### src/hdl/rvf_pkg.sv
// package for the reset vector fetch block
package rvf_pkg;
   // vector addresses chosen by the select straps
   localparam logic [31:0] RVF_VEC_LOC00 = 32'h0000_0000;
   localparam logic [31:0] RVF_VEC_LOC01 = 32'h7fff_ffff;
   localparam logic [31:0] RVF_VEC_LOC10 = 32'h8000_0000;
   localparam logic [31:0] RVF_VEC_LOC11 = 32'hffff_ffff;
   // narrow variant drives this many address bits
   localparam int RVF_NARROW_BITS = 24;
   // value after reset of the program counter
   localparam logic [31:0] RVF_PC_RESET = 32'h0000_0000;
   // cycles of reset seen before straps count as captured
   localparam logic [3:0] RVF_RESET_MIN = 4'ha;
   // fetch sequence states
   typedef enum logic [1:0] {
      RVF_IDLE, RVF_REQ, RVF_WAIT, RVF_RUN
   } rvf_state_t;
endpackage

### src/hdl/rvf_fetch.sv
// reset-exit vector fetch: strap capture, vector read, pc load
`timescale 1ns/1ps
// Contract
// - read vector word, jump to it
// - straps sampled while reset held
// - straps map to four addresses/buses
// - boot mode supplies loader address internally
// - narrow variant drives low 24 bits
// - narrow variant asserts local strobes
module rvf_fetch import rvf_pkg::*; #(
   parameter bit NARROW = 1'b0,
   parameter int STRB_W = 2,
   parameter logic [31:0] BOOT_LOADER_ADDR = 32'h0000_1000
) (
   // clock and internal reset
   input wire logic ref_clk,
   input wire logic srst,
   // device pins: reset and straps (asynchronous)
   input wire logic reset_n_pin,
   input wire logic [1:0] vector_select_straps,
   input wire logic onchip_rom_boot_strap,
   // vector read port toward the external bus interface
   output logic vec_rd_req,
   output logic vec_rd_global,
   output logic [31:0] vec_rd_addr,
   input wire logic vec_rd_done,
   input wire logic [31:0] vec_rd_data,
   // narrow variant address pins and strobes
   output logic [RVF_NARROW_BITS-1:0] global_addr_pins,
   output logic [RVF_NARROW_BITS-1:0] local_addr_pins,
   output logic [STRB_W-1:0] local_bus_strobes_n,
   // core side
   output logic [31:0] pc_out,
   output logic fetch_enable
);
   // synchronised pin levels
   logic [3:0] pins_sync;
   wire reset_n_s = pins_sync[3];
   wire [1:0] straps_s = pins_sync[2:1];
   wire boot_s = pins_sync[0];

   rvf_sync #(.WIDTH(4)) u_sync (
      .ref_clk(ref_clk),
      .srst(srst),
      .din({reset_n_pin, vector_select_straps, onchip_rom_boot_strap}),
      .dout(pins_sync)
   );

   // state and captured values
   rvf_state_t state_reg, state_next;
   logic [1:0] straps_reg;
   logic boot_reg;
   logic [31:0] pc_reg;
   logic [31:0] addr_reg;
   logic global_reg;
   logic [3:0] low_cnt_reg;

   function automatic logic [31:0] vec_addr(input logic [1:0] s);
      unique case (s)
         2'b00: vec_addr = RVF_VEC_LOC00;
         2'b01: vec_addr = RVF_VEC_LOC01;
         2'b10: vec_addr = RVF_VEC_LOC10;
         2'b11: vec_addr = RVF_VEC_LOC11;
      endcase
   endfunction

   // high strap selects the global bus
   wire sel_global = straps_reg[1];
   wire [31:0] sel_addr = vec_addr(straps_reg);
   // pin low means reset is applied
   wire in_reset = !reset_n_s;
   // count reset cycles, saturating at minimum
   wire reset_ok = (low_cnt_reg == RVF_RESET_MIN);

   // next state of the fetch sequence
   always_comb begin
      state_next = state_reg;
      unique case (state_reg)
         // wait for release after valid reset
         RVF_IDLE: begin
            if (!in_reset && reset_ok) begin
               // boot mode skips the external read
               state_next = boot_reg ? RVF_RUN : RVF_REQ;
            end
         end
         // issue request
         RVF_REQ: begin
            state_next = RVF_WAIT;
         end
         RVF_WAIT: begin
            if (vec_rd_done) begin
               state_next = RVF_RUN;
            end
         end
         // executing
         RVF_RUN: begin
            state_next = RVF_RUN;
         end
      endcase
      // any new reset restarts the sequence
      if (in_reset) begin
         state_next = RVF_IDLE;
      end
   end

   // state and reset count registers
   always_ff @(posedge ref_clk) begin
      if (srst) begin
         state_reg <= RVF_IDLE;
         low_cnt_reg <= 4'h0;
      end else begin
         state_reg <= state_next;
         if (in_reset && !reset_ok) begin
            low_cnt_reg <= low_cnt_reg + 4'h1;
         end else if (state_reg == RVF_RUN) begin
            low_cnt_reg <= 4'h0;
         end
      end
   end

   // straps follow the pins while reset held
   always_ff @(posedge ref_clk) begin
      if (srst) begin
         straps_reg <= 2'b00;
         boot_reg <= 1'b0;
      end else if (in_reset) begin
         straps_reg <= straps_s;
         boot_reg <= boot_s;
      end
   end

   // request address and bus, latched on entering request
   always_ff @(posedge ref_clk) begin
      if (srst) begin
         addr_reg <= 32'h0000_0000;
         global_reg <= 1'b0;
      end else if (state_reg == RVF_IDLE) begin
         addr_reg <= sel_addr;
         global_reg <= sel_global;
      end
   end

   // load pc from the vector word
   always_ff @(posedge ref_clk) begin
      if (srst) begin
         pc_reg <= RVF_PC_RESET;
      end else if (state_reg == RVF_WAIT && vec_rd_done) begin
         pc_reg <= vec_rd_data;
      end else if (state_reg == RVF_IDLE && !in_reset && reset_ok
                   && boot_reg) begin
         pc_reg <= BOOT_LOADER_ADDR;
      end
   end

   // request port
   wire req_active = (state_reg == RVF_REQ) || (state_reg == RVF_WAIT);
   assign vec_rd_req = req_active;
   assign vec_rd_global = global_reg;
   assign vec_rd_addr = addr_reg;
   // only low bits driven in narrow variant
   assign global_addr_pins = NARROW ? addr_reg[RVF_NARROW_BITS-1:0]
                                    : '0;
   assign local_addr_pins = NARROW ? addr_reg[RVF_NARROW_BITS-1:0]
                                   : '0;
   // local strobes active low during narrow fetch
   assign local_bus_strobes_n = (NARROW && req_active)
                                ? '0 : '1;
   assign fetch_enable = (state_reg == RVF_RUN);
   assign pc_out = pc_reg;

   // pc equals vector data after read
   chk_pc_load: assert property (@(posedge ref_clk)
      disable iff (srst)
      (state_reg == RVF_WAIT && vec_rd_done && !in_reset)
      |=> (pc_out == $past(vec_rd_data) && fetch_enable))
      else $error("pc not loaded from vector");
   chk_addr_map: assert property (@(posedge ref_clk)
      disable iff (srst)
      $rose(vec_rd_req) |-> (vec_rd_addr == vec_addr(straps_reg)
      && vec_rd_global == straps_reg[1]))
      else $error("vector address mismatch");
   chk_no_fetch: assert property (@(posedge ref_clk)
      disable iff (srst)
      vec_rd_req |-> !fetch_enable)
      else $error("fetch during vector read");
   chk_boot_skip: assert property (@(posedge ref_clk)
      disable iff (srst)
      (state_reg == RVF_IDLE && boot_reg && reset_ok && !in_reset)
      |=> (fetch_enable && pc_out == BOOT_LOADER_ADDR && !vec_rd_req))
      else $error("boot vector not internal");
   // strobes track the request in narrow variant
   chk_strobes: assert property (@(posedge ref_clk)
      disable iff (srst)
      NARROW |-> ((local_bus_strobes_n == '0) == vec_rd_req))
      else $error("strobes do not track request");
   // release before ten cycles is ignored
   chk_reset_len: assert property (@(posedge ref_clk)
      disable iff (srst)
      (state_reg == RVF_IDLE && !reset_ok) |=> !vec_rd_req)
      else $error("fetch after short reset");
   chk_reset_idle: assert property (@(posedge ref_clk)
      disable iff (srst)
      in_reset |=> (!fetch_enable && !vec_rd_req))
      else $error("activity during reset");
   chk_narrow_addr: assert property (@(posedge ref_clk)
      disable iff (srst)
      (NARROW && vec_rd_req) |-> ##1 (!vec_rd_req ||
      local_addr_pins == vec_rd_addr[RVF_NARROW_BITS-1:0]))
      else $error("narrow address wrong");
   // captured straps frozen once reset released
   chk_strap_hold: assert property (@(posedge ref_clk)
      disable iff (srst)
      !in_reset |=> $stable(straps_reg))
      else $error("straps changed outside reset");
   // execution stays on until the next reset
   chk_run_hold: assert property (@(posedge ref_clk)
      disable iff (srst)
      (fetch_enable && !in_reset) |=> fetch_enable)
      else $error("fetch enable dropped while running");
endmodule

### src/hdl/rvf_sync.sv
// two-flop synchroniser for pin inputs
`timescale 1ns/1ps
module rvf_sync #(
   parameter int WIDTH = 1
) (
   // clock and reset
   input wire logic ref_clk,
   input wire logic srst,
   // asynchronous input and its synchronised copy
   input wire logic [WIDTH-1:0] din,
   output logic [WIDTH-1:0] dout
);
   // first stage, read only by the second stage
   logic [WIDTH-1:0] meta_reg;
   // both stages clear on reset
   always_ff @(posedge ref_clk) begin
      if (srst) begin
         meta_reg <= '0;
         dout <= '0;
      end else begin
         meta_reg <= din;
         dout <= meta_reg;
      end
   end
endmodule

### config.mk
export PLATFORM = sky130hd
export DESIGN_NAME = rvf_fetch
export DESIGN_NICKNAME = d
export VERILOG_FILES = /design/src/hdl/rvf_pkg.sv /design/src/hdl/rvf_fetch.sv /design/src/hdl/rvf_sync.sv
export SDC_FILE = /design/constraint.sdc
export NUM_CORES = 1
export LEC_CHECK = 0
export ABC_AREA = 1
export ABC_CLOCK_PERIOD_IN_PS = 2400
export BUFFER_PORTS_ARGS = -buffer_cell sky130_fd_sc_hd__clkbuf_2
export CORE_ASPECT_RATIO = 0.7
export CORE_MARGIN = 4
export CORE_UTILIZATION = 48
export DETAILED_ROUTE_END_ITERATION = 8
export PLACE_DENSITY = 0.86
export SLEW_MARGIN = 20
export SYNTH_ARGS = -nofsm -noshare
export SYNTH_HDL_FRONTEND = slang
export SYNTH_SLANG_ARGS = --single-unit
### constraint.sdc
create_clock -name ref_clk -period 2.4 [get_ports ref_clk]
set_input_delay 0.24 -clock ref_clk [delete_from_list [all_inputs] [get_ports ref_clk]]
set_output_delay 0.24 -clock ref_clk [all_outputs]
set_load 0.01 [all_outputs]
# --- After elaboration in Yosys (flattened, before gate mapping) ---
# Index checks and enable logic that the tools add are counted.
op_classes:
  n_reduce_logical: 15
  mux: 9
  bitwise: 1
  eq_ne: 9
  add_sub_neg: 1
op_table:
  columns: ["op", "n"]
  rows:
  - ["32-bit case mux with 4 select lines", 1]
  - ["32-bit 2-to-1 mux", 2]
  - ["2-bit equality test, second input constant", 4]
  - ["4-bit 2-to-1 mux", 2]
  - ["2-bit case mux with 4 select lines", 1]
  - ["1-bit logical AND", 6]
  - ["2-bit 2-to-1 mux", 3]
  - ["4-bit by 1-bit adder with 4-bit output, second input constant", 1]
  - ["2-bit by 1-bit equality test with 1-bit output, second input constant", 2]
  - ["4-bit equality test, second input constant", 1]
  - ["2-bit zero test", 2]
  - ["2-bit inequality test, second input constant", 2]
  - ["2-bit nonzero test", 2]
  - ["1-bit zero test", 2]
  - ["2-bit AND reduction", 1]
  - ["2-bit OR reduction", 1]
  - ["1-bit logical OR", 1]
  - ["1-bit NOT", 1]
totals:
  input_bits: 39
  out_inout_bits: 117
  wordCells: 44
  register_bits: 82

# --- Depth between registers and ports, before layout ---
# Gate-level depths: netlist of the first run.
logic_depth:
  word_depth: 6
  depth_mapped: 8

# --- Hierarchy ---
# A second synthesis of the first run with hierarchy kept.
unflattened:
  hier_cells: 334
  area_unflattened_um2: 2945.3
modules_own_cells:
  columns: ["module", "seq_area_each_um2", "cells_each", "area_per_inst_um2", "instances"]
  rows:
  - ["rvf_fetch", 880.8, 309, 2713.9, 1]
  - ["rvf_sync", 160.2, 25, 231.5, 1]

# --- Worst setup path before layout of the first run ---
# No wires, ideal clock.
synth_timing:
  path_kind: "register -> output"
  start: "reg, netlist name vec_rd_addr[30]"
  end: "out vec_rd_addr[10]"
  path_stages_with_launch: 2
  t_arrival_ps: 1076
  required_ps: 2160
  setup_slack_ps: 1084
  path_cell_list: "dfxtp_1 buf_4"
synth_lines:
  columns: ["element", "line_no", "rtl"]
  rows:
  - ["end, declared", "rvf_fetch.sv:25", "output logic [31:0] vec_rd_addr,"]

# --- Worst setup path in the final report of the first run ---
layout_timing:
  start: "reg state_reg[0]"
  end: "reg pc_reg[12] (netlist: pc_out[12])"
layout_via:
  elab_chain_cells: 5
layout_rtl:
  columns: ["element", "line_no", "rtl"]
  rows:
  - ["start, declared", "rvf_fetch.sv:50", "rvf_state_t state_reg, state_next;"]
  - ["start signal, assigned", "rvf_fetch.sv:112", "state_reg <= state_next;"]
  - ["2-bit zero test", "rvf_fetch.sv:149", "end else if (state_reg == RVF_IDLE && !in_reset && reset_ok"]
  - ["1-bit logical AND (2 in series)", "rvf_fetch.sv:149", null]
  - ["1-bit logical AND", "rvf_fetch.sv:150", "&& boot_reg) begin"]
  - ["2-bit nonzero test (no line)", null, null]
  - ["end signal, assigned", "rvf_fetch.sv:148", "pc_reg <= vec_rd_data;"]
  - ["end, declared", "rvf_fetch.sv:53", "logic [31:0] pc_reg;"]
# Parallel ways exist; a longest one is shown, timed or not.
# A chain may end at the register's enable or synchronous reset.

==> impl_metrics.yaml, run 1 <==
outcome:
  status: "complete, no violations"
setup_path:
  crit_path_start_kind: "flip-flop"
  crit_path_start: "state_reg[0]"
  cp.required_ns: 2.59
  crit_arrival_ns: 1.90
  path_class: "flip-flop to flip-flop"
  end_kind: "flip-flop"
  r2r_start: "state_reg[0]"
  worstPathMaxFanout: 32
place:
  place_congestion: 0.762
  hpwl_mm: 4.36
  post-place-cells: 468
  io_buffers: 105
  place_area_um2: 2920
run:
  maxCapViolCount: 0
cts:
  cts_buffers: 5
  root_buffer: "clkbuf_8"
  tritoncts: "built"
  insertion_delay_ns: 0.29
  post_cts_resized: 0
  htreeDepth: 2
  post_cts_buffers: 0
  hold_buffers: 0
  clock-sinks: 52
  clkSlewWorstSetupHoldPaths_ns: 0.09
  cts_max_path_buffers: 2
power:
  powerDensity_nw_per_um2: 540
  static-leakage-power_uw: 0.00146
  max-vdd-ir-drop_mv: 0.334
  power_uw: 1650
detailed_routing:
  wl_mm: 5.51
  drtPass1Iterations: 4
  drc: 0
  wl_per_cell_um: 11.6
  post_drt_via_cell_ratio: 4.44
  drtIter0Drc: 99
  ant_nets: 0
  vias: 2114
timing:
  fmax_ghz: 0.588
  tns_ns: 0
  fin_crit_sh: 0.709
  tightest_slew_ns: 0.814
  post-route-min-period_ns: 1.70
  slew_headroom: 0.456
  hold_viol_final: 0
  rsz0062_at_grt: "false"
  finalSetupViolCount: 0
  finalClockSkew_ns: 0.00671
  maxSlewViolCount: 0
global_route:
  track_usage: 0.142
  grt_overflow: 0
  grt_pass1_vias: 1856
  antenna_found_initial: 0
  grt_pass1_wl_mm: 8.42
  grt_max_degree: 33
layout:
  finalNetCount: 448
  diodes: 0
  area_delta_synth_final_pct: 9.47
  instances_no_fill: 476
  final_area_um2: 3050
  layout-drive-gt1-share: 0.386
  largest_reg_flops: 32
floorplanning:
  fp.dieH_um: 71.7
  num_io_pins: 156
  die_x_um: 99.1
  core_um2: 5420
  die_area_um2: 7110
  rows: 22
  initial_core_util: 0.514
logic_synthesis:
  ys_seq_elements: 52
  synth_area_um2: 2790
  syn_area_per_cell_um2: 8.34
  ys_seq_area_frac: 0.374
  synth_cell_type_count: 21
  yosysWarnings: 0
  syn_inst: 334
min_path:
  worstHoldStart: "vector_select_straps[0]"
  hold_path_class: "primary input to flip-flop"
where the power goes:
part           leakage (uW)  internal [uW]  switching, uW  total [uW]
clock             0.0000645            368            266         634
combinational      0.000974           42.1           82.1         124
sequential         0.000421            875           13.4         889
total               0.00146           1290            362        1650
worst paths after layout:
check	end	slack (ns)	cells past startpoint
worst max-delay path	pc_out[12]	0.70	8
worst min-delay path	u_sync.meta_reg[1]	0.13	3
worst max register to register	pc_out[12]	0.70	8
worst min register to register	u_sync.dout[3]	0.40	2
cell usage after synthesis, drive strengths merged:
cell type	count	area, um2
o21ai	2	13.8
a21oi	43	215
dfxtp	52	1040
buf	91	677
nand3	39	345
nand2	54	218
ha	6	75.1
nor2	17	78.8
conb	2	7.51
xor2	1	8.76
clkbuf	5	18.8
nand4	2	12.5
inv	20	75.1
cell usage in the layout, fill, tap and decap left out:
cell and n:
buf_4 5, clkbuf_8 7, nand3_1 9, conb_1 50, inv_1 19, clkbuf_2 105, nand2_1 50, nor2_1 15
nand2_2 3, nor2_4 2, dfxtp_1 52, a21oi_1 43, nand2_4 1, o21ai_2 1, o21ai_0 1, nand3_2 30
bufinv_16 1, xor2_1 1, ha_1 6, inv_2 1, nand4_1 2
through the flow:
step	utilization	worst slack (ns)	hold slack, ns
2_1_floorplan	-	1.08	0.347
3_3_place_gp	0.539	0.768	0.390
6_report	0.563	0.698	0.128
3_5_place_dp	0.539	0.707	0.394
5_1_grt	0.563	0.512	0.117
4_1_cts	0.563	0.687	0.114
logic make-up (layout without fill, tap and decap cells):
kind of cell    Yosys count  after routing  synth area share
buf+inv                 116            138             0.277
simple gates            112            112             0.235
flops                    52             52             0.374
compound gates           45             45            0.0822
fa+ha+maj                 6              6            0.0269
other cells               2             50           0.00270
xor+xnor                  1              1           0.00314
layout make-up:
type                            count  area, um2
Clock buffer                        7       96.3
Inverter                           20       75.1
Timing Repair Buffer              110        563
Multi-Input combinational cell    214       1150
Tap cell                           72       90.1
Sequential cell                    52       1040
Fill cell                         489       2370
Clock inverter                      1       30.0
routing by layer:
layer  track usage  part of all wire  wire length [um]  vias up
met3        0.0447              0.10               553        2
met4        0.0318            0.0042                23        0
met5             0                 0                 0        -
met1         0.170              0.40              2220      953
li1              -                 -                 -     1070
met2         0.251              0.49              2710       89
critical path: stages (launching register included):
cell	delay, ns
dfxtp_1	0.40
inv_1	0.08
ha_1	0.25
inv_2	0.13
nor2_4	0.06
nand2_4	0.37
nand2_1	0.08
o21ai_0	0.17
inv_1	0.05
Note: power is estimated with default switching activity, not from simulation.
==> run 2: changes to the inputs <==
--- a/config.mk
+++ b/config.mk
@@ -6,13 +6,13 @@
 export NUM_CORES = 1
 export LEC_CHECK = 0
 export ABC_AREA = 1
-export ABC_CLOCK_PERIOD_IN_PS = 2400
+export ABC_CLOCK_PERIOD_IN_PS = 1680
 export BUFFER_PORTS_ARGS = -buffer_cell sky130_fd_sc_hd__clkbuf_2
 export CORE_ASPECT_RATIO = 0.7
 export CORE_MARGIN = 4
-export CORE_UTILIZATION = 48
+export CORE_UTILIZATION = 45
 export DETAILED_ROUTE_END_ITERATION = 8
-export PLACE_DENSITY = 0.86
+export PLACE_DENSITY = 0.81
 export SLEW_MARGIN = 20
 export SYNTH_ARGS = -nofsm -noshare
 export SYNTH_HDL_FRONTEND = slang
==> constraint.sdc (replaced) <==
create_clock -name ref_clk -period 1.68 [get_ports ref_clk]
set_input_delay 0.168 -clock ref_clk [delete_from_list [all_inputs] [get_ports ref_clk]]
set_output_delay 0.168 -clock ref_clk [all_outputs]
set_load 0.01 [all_outputs]
==> run 2 against run 1 <==
Against the previous run: highest routed layer unchanged; largest cell class unchanged; design area rose by 2.0%; clock power up 32%; largest power group unchanged; fmax rose by 12%; die area increased by 6.0%; sequential power grew 43%; utilization shrank 3.2 points; cell count is 1.7% higher; global-route usage up 0.39 points; critical endpoint is now pc_out[26]; wire length rose by 3.0%; non-clock buffer count rose by 5.
==> impl_metrics.yaml, run 2 (synthesis gave the netlist of run 1 again) <==
timing:
  whs_ns: 0.0494
  finalClockSkew_ns: 0.00540
  maxSlewViolCount: 0
  post-route-min-period_ns: 1.51
  hold_viol_final: 0
  rsz0062_at_grt: "false"
  tns_ns: 0
  fin_ws_ns: 0.166
  fmax_ghz: 0.660
  fin_crit_sh: 0.901
  finalSetupViolCount: 0
floorplanning:
  die_area_um2: 7530
  rows: 23
  num_io_pins: 156
  die_x_um: 102
  fp.dieH_um: 73.8
  core_um2: 5870
  initial_core_util: 0.475
cts:
  hold_buffers: 0
  post_cts_resized: 0
  cts_buffers: 5
  htreeDepth: 2
  clkSlewWorstSetupHoldPaths_ns: 0.09
  insertion_delay_ns: 0.30
  post_cts_buffers: 0
  root_buffer: "clkbuf_8"
  tritoncts: "built"
  cts_max_path_buffers: 2
  clock-sinks: 52
outcome:
  status: "complete, no violations"
layout:
  layout_commonest_cell: "clkbuf_2"
  largest_reg_flops: 32
  finalNetCount: 453
  area_delta_synth_final_pct: 11.7
  layout_common_cells: "clkbuf_2, dfxtp_1, nand2_1, conb_1, a21oi_1"
  diodes: 0
  final_area_um2: 3110
  layout-drive-gt1-share: 0.396
setup_path:
  reg2reg_depth: 8
  end_kind: "flip-flop"
  r2r-end: "pc_out[26]"
  worstPathMaxFanout: 17
  cp.required_ns: 1.90
  r2r_start: "low_cnt_reg[0]"
  cpPeakStageDelay_ns: 0.41
  crit_arrival_ns: 1.74
  crit_chain: "inv_1, ha_1, nand2_2, nor2_4, nand2_8, buf_12, nand3_2, a21oi_1"
  slowest_stage: "dfxtp_1"
  crit_path_start_kind: "flip-flop"
  r2r_slack_ns: 0.17
  path_class: "flip-flop to flip-flop"
global_route:
  grt_max_degree: 32
  track_usage: 0.146
  grt_overflow: 0
  antenna_found_initial: 0
  grt_pass1_vias: 1944
  grt_pass1_wl_mm: 8.80
min_path:
  hold_path_end: "u_sync.meta_reg[1]"
  holdPathStages: 3
  hold_path_class: "primary input to flip-flop"
  worstHoldStart: "vector_select_straps[0]"
detailed_routing:
  ant_nets: 0
  wl_per_cell_um: 11.7
  drtPass1Iterations: 4
  drc: 0
  drtIter0Drc: 87
  wl_mm: 5.67
  vias: 2103
  post_drt_via_cell_ratio: 4.35
place:
  place_congestion: 0.766
  io_buffers: 105
  hpwl_mm: 4.52
  place_area_um2: 2990
  place_ws_ns: 0.0845
power:
  max-vdd-ir-drop_mv: 0.407
  powerDensity_nw_per_um2: 734
  static-leakage-power_uw: 0.00147
  power_uw: 2280
run:
  maxCapViolCount: 0
-- run 2: cell types whose count changed in the layout (fill, tap and decap cells not counted), sizes merged --
cell / delta
clkinvlp: +1
clkbuf: -2
buf: +5
clkinv: +1
-- run 2: per-layer routing --
metal  up-vias  global-route usage  wire, um
li1       1077                   -         -
met1       933               0.179      2380
met2        88               0.250      2740
met3         5              0.0436       519
met4         0              0.0408        33
met5         -                   0         0
-- run 2: layout make-up --
cell class / count / area, um2
Multi-Input combinational cell: 214 / 1160
Fill cell: 566 / 2760
Clock inverter: 3 / 42.5
Inverter: 20 / 75.1
Sequential cell: 52 / 1040
Timing Repair Buffer: 115 / 626
Clock buffer: 5 / 68.8
Tap cell: 75 / 93.8
-- run 2: critical path: cells and delay by family (launching register included) --
kind	cells	cell delay (ns)
adders and majority gates	1	0.22
and+or+nand+nor	4	0.40
AOI/OAI and AO/OA	1	0.13
DFF	1	0.41
buffers and inverters	2	0.27
-- run 2: metrics by stage --
stage / std cells / util
floorplan: 382 / -
global placement: 476 / 0.509
detailed placement: 476 / 0.509
CTS: 484 / 0.528
global route: 484 / 0.530
finish: 484 / 0.530
-- run 2: how the worst max path moves through the flow --
stage | from | to
after CTS | state_reg[0] | pc_out[31]
after global placement | low_cnt_reg[0] | pc_out[30]
after floorplan | state_reg[0] | pc_out[2]
after global routing | low_cnt_reg[0] | low_cnt_reg[0]
after detailed placement | state_reg[0] | pc_out[1]
final | low_cnt_reg[0] | pc_out[26]
-- run 2: report_power, final --
group | leakage, uW | switching [uW] | internal [uW] | total (uW)
sequential | 0.000422 | 16.7 | 1250 | 1270
combinational | 0.000990 | 121 | 60.5 | 181
clock | 0.0000541 | 395 | 441 | 836
total | 0.00147 | 533 | 1750 | 2280
